==> src/pmx_regs.vh <==
`ifndef PMX_REGS_VH
`define PMX_REGS_VH
// Instruction classes.
`define PMX_CLS_ALU      3'h0
`define PMX_CLS_SPM      3'h1
`define PMX_CLS_DPR      3'h2
`define PMX_CLS_MOVE     3'h3
`define PMX_CLS_JUMP     3'h4
`define PMX_CLS_LEA      3'h5
`define PMX_CLS_BIT_FIELD_SET_OP    3'h6
`define PMX_CLS_BAD      3'h7
// Pointer update codes.
`define PMX_UPD_NONE     2'h0
`define PMX_UPD_INC      2'h1
`define PMX_UPD_DEC      2'h2
`define PMX_UPD_OFS      2'h3
// Standalone addressing modes (seven).
`define PMX_AM_IND       3'h0
`define PMX_AM_POSTINC   3'h1
`define PMX_AM_POSTDEC   3'h2
`define PMX_AM_POSTOFS   3'h3
`define PMX_AM_IDXOFS    3'h4
`define PMX_AM_IDXIMM    3'h5
`define PMX_AM_ABS       3'h6
`define PMX_AM_COUNT     3'h7
// ALU operations.
`define PMX_ALU_NOP      2'h0
`define PMX_ALU_ADD      2'h1
`define PMX_ALU_SUB      2'h2
`define PMX_ALU_MAC      2'h3
// Data ALU register file: four 16-bit registers; parallel subset is 0..3.
`define PMX_NREG         4
`define PMX_NPTR         4
`define PMX_PAR_PTR_MAX  2'h3
`endif
==> src/pmx_agu.v <==
`timescale 1ns/1ps
`default_nettype none
`include "pmx_regs.vh"
// Post-update arithmetic for one pointer.
module pmx_agu #(
   parameter AW = 16
) (
   input  wire [AW-1:0] ptr_i,
   input  wire [AW-1:0] ofs_i,
   input  wire [1:0]    upd_i,
   output reg  [AW-1:0] next_o
);
   always @* begin
      case (upd_i)
         `PMX_UPD_INC: next_o = ptr_i + {{(AW-1){1'b0}}, 1'b1};
         `PMX_UPD_DEC: next_o = ptr_i - {{(AW-1){1'b0}}, 1'b1};
         `PMX_UPD_OFS: next_o = ptr_i + ofs_i;
         default:      next_o = ptr_i;
      endcase
   end
endmodule
`default_nettype wire

==> src/pmx_core.v <==
`timescale 1ns/1ps
`default_nettype none
`include "pmx_regs.vh"
// One-cycle execution of an ALU operation with its moves. A request is taken
// when valid_i is high and the decode does not refuse it; memory answers combinationally in the same cycle.
module pmx_core #(
   parameter DW = 16,
   parameter AW = 16
) (
   input  wire          clk_i,
   input  wire          rst_i,
   input  wire          valid_i,
   input  wire [2:0]    cls_i,
   input  wire [1:0]    alu_op_i,
   input  wire [1:0]    alu_dst_i,
   input  wire [1:0]    alu_src_i,
   input  wire [1:0]    ptr1_sel_i,
   input  wire [1:0]    upd1_i,
   input  wire [1:0]    reg1_i,
   input  wire          write1_i,
   input  wire          pspace_i,
   input  wire [2:0]    amode_i,
   input  wire [AW-1:0] abs_addr_i,
   input  wire [1:0]    upd2_i,
   input  wire [1:0]    reg2_i,
   input  wire [DW-1:0] core_global_data_bus_i,
   input  wire [DW-1:0] secondary_data_bus_i,
   input  wire [DW-1:0] prog_data_i,
   output reg  [AW-1:0] primary_data_address_bus_o,
   output reg           xrd1_o,
   output reg           xwr1_o,
   output reg  [DW-1:0] core_global_data_bus_o,
   output reg  [AW-1:0] secondary_data_address_bus_o,
   output reg           xrd2_o,
   output reg  [AW-1:0] prog_addr_o,
   output reg           prd_o,
   output reg           pwr_o,
   output reg  [DW-1:0] prog_data_o,
   output reg           accept_o,
   output reg           illegal_o,
   output reg  [DW-1:0] reg0_o,
   output reg  [DW-1:0] reg1_o,
   output reg  [AW-1:0] pointer_zero_o,
   output reg  [AW-1:0] pointer_three_o
);
   reg [DW-1:0] dreg_q [0:`PMX_NREG-1];
   reg [AW-1:0] ptr_q  [0:`PMX_NPTR-1];
   // Offset register: no load path here, so it holds its reset value.
   reg [AW-1:0] ofs_q;
   reg [AW-1:0] ptr1;
   reg [AW-1:0] ptr2;
   reg [AW-1:0] ea1;
   reg [1:0]    upd1;
   reg          is_par;
   reg          is_spm;
   reg          is_dpr;
   reg          is_mov;
   reg          ok;
   reg [DW-1:0] alu_res;
   reg [DW-1:0] rd1;
   wire [AW-1:0] nxt1;
   wire [AW-1:0] nxt2;
   integer i;

   function [DW-1:0] alu_f;
      input [1:0]    op;
      input [DW-1:0] a;
      input [DW-1:0] b;
      begin
         case (op)
            `PMX_ALU_ADD: alu_f = a + b;
            `PMX_ALU_SUB: alu_f = a - b;
            // The multiply-accumulate is reduced to an add here.
            `PMX_ALU_MAC: alu_f = a + b[DW-1:0];
            default:      alu_f = a;
         endcase
      end
   endfunction

   // True for the classes whose first access runs through pointer unit one.
   function first_access_f;
      input [2:0] cls;
      begin
         first_access_f = (cls == `PMX_CLS_SPM) || (cls == `PMX_CLS_DPR) ||
                          (cls == `PMX_CLS_MOVE);
      end
   endfunction

   // Unit one serves any pointer; unit two only walks pointer three.
   pmx_agu #(.AW(AW)) u_agu1 (
      .ptr_i  (ptr1),
      .ofs_i  (ofs_q),
      .upd_i  (upd1),
      .next_o (nxt1)
   );
   pmx_agu #(.AW(AW)) u_agu2 (
      .ptr_i  (ptr2),
      .ofs_i  (ofs_q),
      .upd_i  (upd2_i),
      .next_o (nxt2)
   );

   // Instruction decode and refusal.
   always @* begin
      is_spm = valid_i && (cls_i == `PMX_CLS_SPM);
      is_dpr = valid_i && (cls_i == `PMX_CLS_DPR);
      is_mov = valid_i && (cls_i == `PMX_CLS_MOVE);
      is_par = is_spm || is_dpr;
      // Parallel forms need a real ALU op and a pointer update mode.
      ok = 1'b1;
      if (is_par && (alu_op_i == `PMX_ALU_NOP)) begin
         ok = 1'b0;
      end
      if (is_par && (upd1_i == `PMX_UPD_NONE)) begin
         ok = 1'b0;
      end
      // Second read uses only pointer three, never an offset update.
      if (is_dpr && ((upd2_i == `PMX_UPD_NONE) ||
                     (upd2_i == `PMX_UPD_OFS) || write1_i || pspace_i)) begin
         ok = 1'b0;
      end
      if (is_spm && pspace_i) begin
         ok = 1'b0;
      end
      if (is_mov && (amode_i == `PMX_AM_COUNT)) begin
         ok = 1'b0;
      end
      if (is_mov && pspace_i && (amode_i != `PMX_AM_IND) &&
          (amode_i != `PMX_AM_POSTINC)) begin
         ok = 1'b0;
      end
      if (valid_i && ((cls_i == `PMX_CLS_JUMP) || (cls_i == `PMX_CLS_LEA) ||
          (cls_i == `PMX_CLS_BIT_FIELD_SET_OP) || (cls_i == `PMX_CLS_BAD))) begin
         ok = 1'b0;
      end
      // A refused request drives no strobe and changes no state.
      accept_o  = valid_i && ok;
      illegal_o = valid_i && !ok;
   end

   // Pointer selection, effective address and access strobes.
   always @* begin
      ptr1 = ptr_q[ptr1_sel_i];
      ptr2 = ptr_q[`PMX_PAR_PTR_MAX];
      // Standalone modes map to the same post-update codes.
      upd1 = upd1_i;
      ea1  = ptr1;
      if (is_mov) begin
         case (amode_i)
            `PMX_AM_POSTINC: upd1 = `PMX_UPD_INC;
            `PMX_AM_POSTDEC: upd1 = `PMX_UPD_DEC;
            `PMX_AM_POSTOFS: upd1 = `PMX_UPD_OFS;
            `PMX_AM_IDXOFS: begin
               upd1 = `PMX_UPD_NONE;
               ea1  = ptr1 + ofs_q;
            end
            `PMX_AM_IDXIMM: begin
               upd1 = `PMX_UPD_NONE;
               ea1  = ptr1 + abs_addr_i;
            end
            `PMX_AM_ABS: begin
               upd1 = `PMX_UPD_NONE;
               ea1  = abs_addr_i;
            end
            default: upd1 = `PMX_UPD_NONE;
         endcase
      end
      primary_data_address_bus_o   = ea1;
      secondary_data_address_bus_o = ptr2;
      prog_addr_o = ea1;
      xrd1_o = accept_o && first_access_f(cls_i) && !write1_i && !pspace_i;
      xwr1_o = accept_o && first_access_f(cls_i) && write1_i && !pspace_i;
      xrd2_o = accept_o && is_dpr;
      prd_o  = accept_o && is_mov && pspace_i && !write1_i;
      pwr_o  = accept_o && is_mov && pspace_i && write1_i;
   end

   // Store data, read data selection, ALU result and state views.
   always @* begin
      // Stores take the register before this cycle's ALU write-back.
      core_global_data_bus_o = dreg_q[reg1_i];
      prog_data_o            = dreg_q[reg1_i];
      // Program reads use their own data bus; other first-access reads the global bus.
      rd1 = pspace_i ? prog_data_i : core_global_data_bus_i;
      alu_res = alu_f(alu_op_i, dreg_q[alu_dst_i], dreg_q[alu_src_i]);
      reg0_o = dreg_q[0];
      reg1_o = dreg_q[1];
      pointer_zero_o  = ptr_q[0];
      pointer_three_o = ptr_q[`PMX_PAR_PTR_MAX];
   end

   always @(posedge clk_i) begin
      if (rst_i) begin
         for (i = 0; i < `PMX_NREG; i = i + 1) begin
            dreg_q[i] <= {DW{1'b0}};
         end
         for (i = 0; i < `PMX_NPTR; i = i + 1) begin
            ptr_q[i]  <= {AW{1'b0}};
         end
         ofs_q <= {AW{1'b0}};
      end else if (accept_o) begin
         // Later assignments win: a read into the ALU destination overrides
         // the ALU result, and unit two's update of pointer three is kept.
         if (is_par && (alu_op_i != `PMX_ALU_NOP)) begin
            dreg_q[alu_dst_i] <= alu_res;
         end
         if (!write1_i && first_access_f(cls_i)) begin
            dreg_q[reg1_i] <= rd1;
         end
         if (is_dpr) begin
            dreg_q[reg2_i] <= secondary_data_bus_i;
         end
         if (first_access_f(cls_i)) begin
            ptr_q[ptr1_sel_i] <= nxt1;
         end
         if (is_dpr) begin
            ptr_q[`PMX_PAR_PTR_MAX] <= nxt2;
         end
      end
   end
endmodule
`default_nettype wire

==> config.mk <==
export PLATFORM = sky130hd
export DESIGN_NAME = pmx_core
export DESIGN_NICKNAME = d
export VERILOG_FILES = /design/src/pmx_agu.v /design/src/pmx_core.v
export VERILOG_INCLUDE_DIRS = /design/src /design/src/src
export SDC_FILE = /design/constraint.sdc
export NUM_CORES = 1
export LEC_CHECK = 0
export BUFFER_PORTS_ARGS = -buffer_cell sky130_fd_sc_hd__buf_2
export CAP_MARGIN = 15
export CORE_ASPECT_RATIO = 0.6
export CORE_MARGIN = 2
export CORE_UTILIZATION = 50
export DETAILED_ROUTE_END_ITERATION = 16
export GPL_ROUTABILITY_DRIVEN = 0
export PLACE_DENSITY = 0.74
export RECOVER_POWER = 50
export SYNTH_ARGS = -nofsm -noshare
export SYNTH_HDL_FRONTEND = slang
export SYNTH_SLANG_ARGS = --single-unit
export TNS_END_PERCENT = 30
==> constraint.sdc <==
create_clock -name clk_i -period 6.25 [get_ports clk_i]
set_clock_uncertainty 0.05 [all_clocks]
set_input_delay 0.3125 -clock clk_i [delete_from_list [all_inputs] [get_ports clk_i]]
set_output_delay 0.3125 -clock clk_i [all_outputs]
set_load 0.05 [all_outputs]
After elaboration in Yosys (flattened, before gate mapping)
Memory sizes are Yosys's and may differ from the RTL's.
Cells that the tools add are included.
- output and inout bits: 151
- bits of input ports: 91
- memories: 2
- bits in registers: 0
- memory bits (writable): 128
- add/subtract/negate cells: 7
- bitwise gates (word level): 4
- reduce and logical (&&, ||, !) cells: 48
- muxes and demuxes: 46
- equal/unequal tests: 23
- memory list (name ; depth ; width ; read ports ; clocked after Yosys merged registers in ; write ports ; RTL line ; source):
    dreg_q ; 4 ; 16 ; 5 ; 0 ; 4 ; pmx_core.v:46 ; reg [DW-1:0] dreg_q [0:`PMX_NREG-1];
    ptr_q ; 4 ; 16 ; 3 ; 0 ; 4 ; pmx_core.v:47 ; reg [AW-1:0] ptr_q [0:`PMX_NPTR-1];
- operator list (operator ; count):
    16-bit one-hot mux with 2 select lines ; 4
    16-bit 2-to-1 mux ; 7
    16-bit OR reduction ; 4
    16-bit by 1-bit adder with 16-bit output (second input constant) ; 2
    16-bit adder ; 2
    16-bit by 1-bit subtractor with 16-bit output (second input constant) ; 2
    1-bit 2-to-1 mux ; 29
    1-bit logical AND ; 26
    3-bit == test (second input constant) ; 7
    16-bit subtractor ; 1
    2-bit == test (second input constant) ; 6
    3-bit by 2-bit == test with 1-bit output (second input constant) ; 4
    2-bit 2-to-1 mux ; 5
    1-bit logical OR ; 9
    2-bit by 1-bit == test with 1-bit output (second input constant) ; 3
    3-bit by 1-bit == test with 1-bit output (second input constant) ; 2
    2-bit logical NOT ; 3
    2-bit one-hot mux with 3 select lines ; 1
    1-bit logical NOT ; 3
    3-bit by 1-bit != test with 1-bit output (second input constant) ; 1
    3-bit nonzero test ; 1
    1-bit bitwise AND ; 2
    2-bit nonzero test ; 1
    2-bit OR reduction ; 1
    2 further kinds ; 2

Logic depth before layout (Yosys ltp)
Gate-level depths: netlist (run 1).
- word-level depth: 20
- depth in mapped cells: 20

Cells and area by module
A second synthesis (run 1) with hierarchy kept.
- cell total of the unflattened synthesis: 1246
- area, all modules: 12319.3 um2
- modules (own cells, without submodules) (module ; cells each ; area each (um2) ; seq. area each (um2) ; instances):
    pmx_core ; 934 ; 10169.8 ; 3843.7 ; 1
    pmx_agu ; 156 ; 1074.8 ; 0.0 ; 2

Worst setup path before layout (run 1)
No wires, ideal clock.
- path kind: register to output
- start point: mem ptr_q[3][0]
- end point: out prog_addr_o[14]
- path buffers: 1
- data required time: 5.887 ns
- arrival: 5.049 ns
- cell stages (with the launch flop): 14
- slack: 0.839 ns
- cell sequence: edfxtp_1 > mux4_2 > ha_1 > fa_1 > a21o_1 > a21o_1 > a2111oi_0 > nor3_1 > a41o_1 > nor4_1 > o41ai_1 > xnor2_1 > o21ai_0 > buf_4
- RTL lines (item ; RTL line ; source):
    from (decl) ; pmx_core.v:47 ;
    to (decl) ; pmx_core.v:35 ; output reg [AW-1:0] prog_addr_o,

==> metrics.md, run 1 <==
| Metric | Value |
|---|---|
| Logic pwr share | 34.7% |
| Clock Power Share | 33.0% |
| CP top delay family | simple AND/OR/NAND/NOR gates |
| Slowest CP cell | nor4_1 |
| Clock tree buffer depth | 2 |
| Drt wl/cell | 24.6 µm |
| Share of post-route cells with drive strength above 1 | 18.5% |
| DRT Wirelength | 41600 µm |
| Yosys cell types | 79 |
| Routed vias | 10900 |
| # clock sinks | 128 |
| Worst Path Required | 6.43 ns |
| Std cell rows | 43 |
| Pwr Total | 3.14 mW |
| Clock Root Buffer | clkbuf_16 |
| Initial Util | 51.0% |
| Critical Path AT | 5.43 ns |
| Pins over their slew limit | 84 |
| Max Clk Rate | 0.191 GHz |
| Worst min path class | primary input to register |
| Pleak | 5.14 nW |
| Main combinational cell family by area after synthesis | compound AO/OA/AOI/OAI gates |
| Drt drc | 0 |
| First-pass DRT Iterations | 10 |
| Post-layout util | 57.1% |
| Switch Pwr | 1.27 mW |
| Die Height | 123 µm |
| Clk_lat worst skew | 0.43 ns |
| Startpoint types | primary input |
| Most used cell, CP | a22oi_1 |
| Post-Synthesis Cells | 1205 |
| Adder-cell share of the synthesized area | 7.44% |
| 1st-iter DRT viols | 1775 |
| Die area | 0.0250 mm² |
| Final HPWL DP | 30900 µm |
| Seq pwr share | 32.3% |
| Number of synthesized flops with an enable pin | 128 |
| Grt total ovfl | 0 |
| Layout area overhead | 11.8% |
| XOR/XNOR Fraction of Synth Area | 4.87% |
| Core area | 0.0232 mm² |
| Critical path cell sequence | clkbuf_1 > a21o_1 > a22oi_1 > o221ai_1 > nor4_1 > and2b_1 > and3_1 > a22oi_1 > o21ai_0 |
| Synth Register Bits | 128 |
| Largest net degree at the start of global routing | 34 |
| DIE WIDTH | 203 µm |
| Status | complete, but fails checks |
| H-tree level count | 4 |
| Worst path bufs/invs | 1 |
| Worst setup EP type | register |
| GR Util All Layers | 32.8% |
| Initial antenna violation count | 4 |
| Post-layout nets | 1518 |
| Post-synth top area cell | edfxtp_1 |
| Unrepaired setup endpoints after global routing | false |
| Antenna Nets Post-Route | 0 |
| Final min period | 5.25 ns |
| DRT met1 WL | 18800 µm |
| IO Count | 242 |
| Actual slew at the worst max-slew pin | 2.12 ns |
| PostCTS Resize Cnt | 0 |
| Clock buffer count from CTS | 17 |
| Violated checks | capacitance limit, slew limit |
| Post-synthesis sequential area ratio | 32.5% |
| Mux cell area share after synthesis | 15.6% |
| Vias in the first global route | 9729 |
| Post-Syn Nets | 1364 |
| DR WL met3 | 6730 µm |
| Fin crit share | 84.0% |
| Hold violation total from the final report | 0 |
| Post-synthesis simple-gate area fraction | 14.7% |
| Synth area leaders | edfxtp_1 (32%), mux4_2 (10%), ha_1 (6.8%) |
| Max VDD drop | 211 µV |
| CTS tree | yes |
| Final Setup Violations | 0 |
| Slew HR | -41.6% |
| Slowest stage delay, CP | 1.37 ns |
| Sum Neg Setup Slack | 0 ns |
| Vias per cell | 6.44 |
| Top_reg_cell synth | edfxtp_1 |
| Max layer used | met5 |
| Synthesized area per cell | 9.82 µm² |
| First-pass GRT wire length | 60100 µm |
| Mapped cell area | 0.0118 mm² |
| CP max FO | 24 |
| Max-cap violations | 4 |
| Met2 WL post-DR | 15400 µm |
| Pint | 1.86 mW |
| PwrDens | 237 mW/mm² |
| Post-CTS Hold Buffers | 0 |
| Post-synth ARST share | 0% |
| Hold_ws | 0.154 ns |
| Sw frac | 40.6% |
| # port buffers | 241 |
| Synth Area in Compound Gates | 18.3% |
| Share of the synthesized area in the top cell type | 32.5% |
| Crit Path Category | primary input to register |
| Synth warn | 0 |
| # Post-CTS Setup Buffers | 0 |
| Clock Pin Slew Worst Setup and Hold Paths | 0.07 ns |
[cells in the final DEF (no fill, tap or decap), types with 5 or more instances in the layout]
cell,n
o21a_1,11
o21ai_1,17
inv_1,21
inv_8,6
nor3b_1,5
a21o_1,19
o22ai_1,13
nand2_1,140
or2_2,6
nor2_1,118
nor2b_1,12
o21ai_0,94
and3_1,8
o211ai_1,6
buf_4,7
a21oi_1,65
o21bai_1,7
a211oi_1,7
buf_2,114
mux4_2,53
clkbuf_16,17
a22oi_1,46
nand3_1,15
clkbuf_1,127
edfxtp_1,128
mux2i_1,17
a22oi_2,7
nor3_1,17
xnor2_1,34
nand2b_1,12
ha_1,64
nand4_1,5
mux2_2,17
mux4_1,11
xor2_1,30
clkinv_8,5
a31oi_1,14
[cell usage after synthesis, types with 11 or more instances]
| master | n |
|---|---|
| nand2_1 | 140 |
| edfxtp_1 | 128 |
| nor2_1 | 120 |
| o21ai_0 | 92 |
| a21oi_1 | 65 |
| ha_1 | 64 |
| mux4_2 | 53 |
| buf_4 | 48 |
| a22oi_1 | 46 |
| clkbuf_1 | 41 |
| xnor2_1 | 34 |
| xor2_1 | 30 |
| inv_1 | 21 |
| a21o_1 | 19 |
| o21ai_1 | 19 |
| nor3_1 | 18 |
| mux2_2 | 17 |
| mux2i_1 | 17 |
| a31oi_1 | 14 |
| nand3_1 | 14 |
| nor2b_1 | 13 |
| o22ai_1 | 13 |
| nand2b_1 | 12 |
| buf_2 | 11 |
| mux4_1 | 11 |
| o21a_1 | 11 |
[kinds of logic after synthesis]
group	Yosys count
buffers and inverters	134
DFF	128
muxes	98
xor gates and xnor gates	65
adders and majority gates	68
AOI/OAI and AO/OA	341
and+or+nand+nor	371
[power groups by stage]
stage | clock, mW | combinational (mW) | sequential [mW]
2_1_floorplan | 0 | 0.768 | 1.08
3_3_place_gp | 0 | 1.05 | 1.03
3_5_place_dp | 0 | 1.07 | 1.03
4_1_cts | 1.03 | 1.08 | 1.01
5_1_grt | 1.07 | 1.16 | 1.02
6_report | 1.04 | 1.09 | 1.01
[final timing paths]
path,start,to,cells after the start,slack (ns)
setup / recovery,pspace_i,dreg_q[1][1]$_DFFE_PP_,9,1.00
setup reg to reg,dreg_q[0][1]$_DFFE_PP_,dreg_q[0][15]$_DFFE_PP_,18,1.21
hold / removal,secondary_data_bus_i[9],dreg_q[3][9]$_DFFE_PP_,3,0.15
hold reg to reg,ptr_q[3][0]$_DFFE_PP_,ptr_q[3][0]$_DFFE_PP_,1,0.82
[final cells by class]
cell class | count | area, µm²
diodes | 2 | 5.00
clock buffers | 17 | 425
clock inverters | 15 | 184
fillers | 2069 | 9960
inverters | 21 | 78.8
multi-input cells | 943 | 7200
flip-flops and latches | 128 | 3840
well taps | 315 | 394
repair buffers | 248 | 1100
[tightest hold or removal path, stage by stage]
cell and delay, ns:
buf_2 0.11, nand2_1 0.05, o21ai_0 0.06
[metrics by stage]
stage | instance area [µm²] | setup WS [ns] | std cells
6_report | 13200 | 1.00 | 1689
5_1_grt | 13200 | 0.792 | 1688
4_1_cts | 13400 | 1.28 | 1687
3_5_place_dp | 12800 | 0.977 | 1655
3_3_place_gp | 12800 | 1.12 | 1655
2_1_floorplan | 11800 | 0.839 | 1205
[flip-flops by register name, indices dropped and copies added, names as in the netlist]
| register | cells |
|---|---|
| dreg_q | 64 |
| ptr_q | 64 |
[routing by layer]
metal / vias to the layer above / global-route usage [%]
li1: 4831 / -
met1: 5108 / 51.7
met2: 851 / 39.8
met3: 77 / 13.7
met4: 2 / 7.48
met5: - / 0
Note: power is estimated with default switching activity, not from simulation.
==> run 2, diff against run 1 <==
- PLACE_DENSITY: 0.74 -> 0.77
- clock period: 6.25 -> 4.4 ns (I/O delays scaled with it)
==> run 2 against run 1 <==
  * The run ends with capacitance limit, setup timing left
  * Non-clock buffer count increased by 100
  * Wire length rose by 3.8%
  * Final cell count is 5.9% higher
  * Count of clock-buffer cells in the layout unchanged
  * Via count rose by 6.0%
  * Worst setup slack got worse by 1.1 ns
  * Sequential cell count is the same
  * Register-to-register slack lost 1.3 ns
  * Critical path type is now register to register
==> metrics.md, run 2 (synthesis gave the netlist of run 1 again) <==
| Metric | Value |
|---|---|
| Initial Util | 51.0% |
| Layout area overhead | 20.9% |
| Worst Path Required | 4.53 ns |
| Pwr Total | 4.70 mW |
| Final HPWL DP | 32800 µm |
| Critical Path AT | 4.64 ns |
| First-pass GRT wire length | 61900 µm |
| Worst setup EP type | register |
| PnR worst setup slack | -0.115 ns |
| First-pass DRT Iterations | 5 |
| Pleak | 5.69 nW |
| Unrepaired setup endpoints after global routing | true |
| Max Clk Rate | 0.222 GHz |
| Drt drc | 0 |
| Most frequent cells in the layout | nand2_1 (139), edfxtp_1 (128), clkbuf_1 (126), nor2_1 (117), buf_2 (115) |
| Clock tree buffer depth | 2 |
| PwrDens | 329 mW/mm² |
| Clock buffer count from CTS | 17 |
| Routed vias | 11500 |
| Register area | 0.00384 mm² |
| Sum Neg Setup Slack | -0.387 ns |
| Actual slew at the worst max-slew pin | 1.49 ns |
| Initial antenna violation count | 3 |
| Clock Root Buffer | clkbuf_16 |
| 1st-iter DRT viols | 1637 |
| Max-cap violations | 1 |
| # port buffers | 241 |
| DIE WIDTH | 203 µm |
| Core area | 0.0232 mm² |
| CTS tree | yes |
| Violated checks | capacitance limit, setup timing |
| Post-CTS Hold Buffers | 0 |
| Slew HR | 0.492% |
| Max VDD drop | 399 µV |
| Final Setup Violations | 4 |
| H-tree level count | 4 |
| Top Registers | dreg_q (64), ptr_q (64) |
| Worst min path class | primary input to register |
| Post-layout nets | 1618 |
| Hold violation total from the final report | 0 |
| IO Count | 242 |
| Antenna Nets Post-Route | 0 |
| Startpoint types | register |
| Drt wl/cell | 24.1 µm |
| Pins over their slew limit | 0 |
| Clk_lat worst skew | 0.43 ns |
| Vias in the first global route | 10100 |
| R2R depth | 18 |
| Die area | 0.0250 mm² |
| Die Height | 123 µm |
| Commonest non-fill, non-tap cell in the layout | nand2_1 |
| # clock sinks | 128 |
| DRT Wirelength | 43200 µm |
| Footprint of the multi-input gates | 0.00749 mm² |
| GR Util All Layers | 33.6% |
| CP max FO | 3 |
| Crit Path Category | register to register |
| Hold depth | 3 |
| Fillers | 1940 |
| Largest net degree at the start of global routing | 33 |
| Final min period | 4.51 ns |
| Grt total ovfl | 0 |
| Vias per cell | 6.44 |
| Status | complete, but fails checks |
| Clock Pin Slew Worst Setup and Hold Paths | 0.08 ns |
| Fin crit share | 103% |
| Share of post-route cells with drive strength above 1 | 26.8% |
| Std cell rows | 43 |
## run 2: cell count changes in the layout (fill, tap and decap cells not counted), sizes merged
cell | previous run | this run
buf | 121 | 219
inv | 30 | 28
clkinvlp | 0 | 1
bufinv | 0 | 1
clkbuf | 144 | 146
## run 2: layout make-up
class / count / share of cell area [%]
inverters: 21 / 0.551
well taps: 315 / 2.75
clock buffers: 17 / 2.97
clock inverters: 15 / 1.36
diodes: 2 / 0.0350
repair buffers: 348 / 13.1
multi-input cells: 943 / 52.4
flip-flops and latches: 128 / 26.9
## run 2: metal layers
| metal | GRT usage, % | routed length, µm | vias up |
|---|---|---|---|
| li1 | - | - | 5031 |
| met1 | 52.2 | 18800 | 5456 |
| met2 | 43.6 | 16500 | 937 |
| met3 | 13.0 | 6960 | 90 |
| met4 | 6.07 | 895 | 2 |
| met5 | 0 | 13 | - |
## run 2: what timing repair did
action / 4_1_cts / 5_1_grt
setup buffers: 0 / 6
setup endpoints to repair: 16 / 25
resized for setup: 22 / 38
hold endpoints to repair: 0 / 0
pin swaps: 7 / 13
## run 2: critical path: stages, from the launching register on
cell and delay, ns:
edfxtp_1 0.43, mux4_2 0.53, inv_2 0.11, ha_4 0.15, nand2_4 0.06, or4b_4 0.51, nor3_4 0.20, a21oi_2 0.08
xor2_1 0.16, ha_1 0.34, a21oi_2 0.17, o21ai_1 0.09, a21o_1 0.19, a21o_1 0.17, or3_4 0.38, a21oi_4 0.16
o31a_2 0.18, o21ai_1 0.06, mux2_4 0.27
## run 2: final timing paths
path         slack, ns                       to               startpoint
max              -0.11  dreg_q[0][15]$_DFFE_PP_   dreg_q[2][0]$_DFFE_PP_
max reg2reg      -0.11  dreg_q[0][15]$_DFFE_PP_   dreg_q[2][0]$_DFFE_PP_
min               0.07   dreg_q[0][8]$_DFFE_PP_  secondary_data_bus_i[8]
min reg2reg       0.89    ptr_q[3][0]$_DFFE_PP_    ptr_q[3][0]$_DFFE_PP_
## run 2: through the flow
step / setup slack, ns / hold WS (ns) / cells / area [µm²] / util (%)
after global placement: -0.110 / 0.499 / 1748 / 13600 / 58.5
after detailed placement: -0.198 / 0.499 / 1748 / 13600 / 58.5
after floorplan: -0.211 / 0.357 / 1205 / 11900 / -
after CTS: -0.0248 / 0.0612 / 1780 / 14300 / 61.5
after global routing: -0.190 / 0.0794 / 1789 / 14300 / 61.7
final: -0.115 / 0.0704 / 1789 / 14300 / 61.7
## run 2: power breakdown
part	leakage (nW)	total [mW]	switching [mW]	internal (mW)
registers	1.31	1.43	0.0434	1.39
logic	4.08	1.78	1.16	0.614
clock network	0.299	1.49	0.670	0.822
total	5.69	4.70	1.88	2.83
==> run 3, diff against run 2 <==
- CORE_ASPECT_RATIO: 0.6 -> 1.5
- SLEW_MARGIN: not set -> 20
==> run 3 against run 2 <==
  * The run ends with capacitance limit, slew limit, setup timing left
  * Hold slack worse by 0.0073 ns
  * Wire length decreased by 9.3%
  * Final cell count shrank 1.3%
  * Sequential power about the same
  * Critical path type unchanged
  * Largest cell class unchanged
==> metrics.md, run 3 (synthesis gave the netlist of run 1 again) <==
| Metric | Value |
|---|---|
| Status | complete, but fails checks |
| Unrepaired setup endpoints after global routing | true |
| Worst Path Required | 4.53 ns |
| Layout area overhead | 18.4% |
| Hold violation total from the final report | 0 |
| Initial Util | 50.4% |
| Startpoint types | register |
| PwrDens | 326 mW/mm² |
| Worst setup EP type | register |
| Top Registers | dreg_q (64), ptr_q (64) |
| Final min period | 4.50 ns |
| CP max FO | 4 |
| Routed vias | 11100 |
| Core area | 0.0235 mm² |
| 1st-iter DRT viols | 1150 |
| Pre-CTS setup slack | -0.307 ns |
| Clock buffer count from CTS | 17 |
| Commonest non-fill, non-tap cell in the layout | nand2_1 |
| DRT Wirelength | 39200 µm |
| Most frequent cells in the layout | nand2_1 (138), edfxtp_1 (128), clkbuf_1 (124), nor2_1 (118), buf_2 (116) |
| Final Setup Violations | 4 |
| Max Clk Rate | 0.222 GHz |
| Std cell rows | 69 |
| Slew HR | -5.75% |
| Worst min path class | primary input to register |
| Clock Root Buffer | clkbuf_16 |
| First-pass DRT Iterations | 5 |
| DIE WIDTH | 130 µm |
| Violated checks | capacitance limit, slew limit, setup timing |
| Die Height | 192 µm |
| Grt total ovfl | 0 |
| Cells after DPL | 1728 |
| Antenna Nets Post-Route | 0 |
| Drt drc | 0 |
| R2r setup slk | -0.10 ns |
| Max-cap violations | 1 |
| Critical Path AT | 4.63 ns |
| Pins over their slew limit | 25 |
| Post-CTS Hold Buffers | 0 |
| Vias per cell | 6.27 |
| Design Area, Final | 0.0140 mm² |
| Fin crit share | 102% |
| First-pass GRT wire length | 58200 µm |
| GR Util All Layers | 30.9% |
| Post-DP Area | 0.0134 mm² |
| Post-route insts no fill | 1765 |
| Fillers | 2031 |
| Clock Pin Slew Worst Setup and Hold Paths | 0.06 ns |
| PnR worst setup slack | -0.100 ns |
| Drt wl/cell | 22.2 µm |
| Actual slew at the worst max-slew pin | 1.59 ns |
| # clock sinks | 128 |
| Pleak | 5.54 nW |
| Initial antenna violation count | 3 |
| Post-layout nets | 1591 |
| IO Count | 242 |
| Share of post-route cells with drive strength above 1 | 25.0% |
| CTS tree | yes |
| Crit Path Category | register to register |
| Die area | 0.0249 mm² |
| Largest net degree at the start of global routing | 33 |
| H-tree level count | 4 |
| Clk_lat worst skew | 0.43 ns |
| Final HPWL DP | 29400 µm |
| # port buffers | 241 |
| Max VDD drop | 278 µV |
| Pwr Total | 4.57 mW |
| Clock tree buffer depth | 2 |
| Vias in the first global route | 10800 |
## run 3: cell types whose count changed in the layout (fill, tap and decap cells not counted), sizes merged
cell	before	now
inv	28	32
clkbuf	146	145
bufinv	1	2
diode	2	1
buf	219	193
clkinvlp	1	2
clkinv	6	0
## run 3: critical path, cell delays in order (launching register included)
cell and delay, ns:
edfxtp_1 0.40, mux4_1 0.60, nor2_2 0.19, nand2_4 0.07, or4b_4 0.51, nor3_4 0.15
a21oi_2 0.08, xor2_1 0.16, ha_1 0.33, a21oi_2 0.17, o21ai_1 0.10, a21o_1 0.19
a21o_1 0.18, or3_4 0.38, a21oi_4 0.17, o31a_2 0.17, o21ai_1 0.07, mux2_2 0.25
## run 3: final timing paths
kind / from / endpoint / depth (start not counted)
setup reg to reg: dreg_q[2][3]$_DFFE_PP_ / dreg_q[0][15]$_DFFE_PP_ / 17
hold reg to reg: ptr_q[3][0]$_DFFE_PP_ / ptr_q[3][0]$_DFFE_PP_ / 2
setup / recovery: dreg_q[2][3]$_DFFE_PP_ / dreg_q[0][15]$_DFFE_PP_ / 17
hold / removal: secondary_data_bus_i[0] / dreg_q[3][0]$_DFFE_PP_ / 3
## run 3: stage by stage
stage                     hold WS [ns]  setup TNS (ns)  utilization, %
after floorplan                  0.357          -0.832               -
after global placement           0.492          -0.645            57.0
after detailed placement         0.499           -1.12            57.0
after global routing            0.0760           -1.56            59.6
final                           0.0630          -0.291            59.7
after CTS                       0.0504               0            60.0
## run 3: power breakdown
part           internal (mW)  switching (mW)
registers               1.39          0.0403
logic                  0.568            1.08
clock network          0.864           0.630
total                   2.82            1.75
## run 3: area by class of cell
| type | count | area, µm² | share of cell area, % |
|---|---|---|---|
| clock buffer | 17 | 425 | 3.04 |
| timing repair buffer | 321 | 1660 | 11.9 |
| multi-input combinational | 943 | 7410 | 52.9 |
| tap | 319 | 399 | 2.85 |
| sequential | 128 | 3840 | 27.4 |
| inverter | 21 | 78.8 | 0.563 |
| clock inverter | 15 | 184 | 1.31 |
| antenna | 1 | 2.50 | 0.0179 |
## run 3: timing repair
item / in CTS / in global routing
resized for setup: 21 / 20
pin swaps: 7 / 7
buffers inserted: 3 / 1
endpoints found under the setup margin: 14 / 20
## run 3: per-layer routing
metal | GRT usage [%] | vias to the layer above | share of wire [%]
met1 | 31.5 | 5212 | 32
met2 | 56.8 | 693 | 54
met3 | 6.07 | 173 | 7.9
met5 | 0 | - | 0.033
met4 | 19.6 | 2 | 6.1
li1 | - | 4988 | -
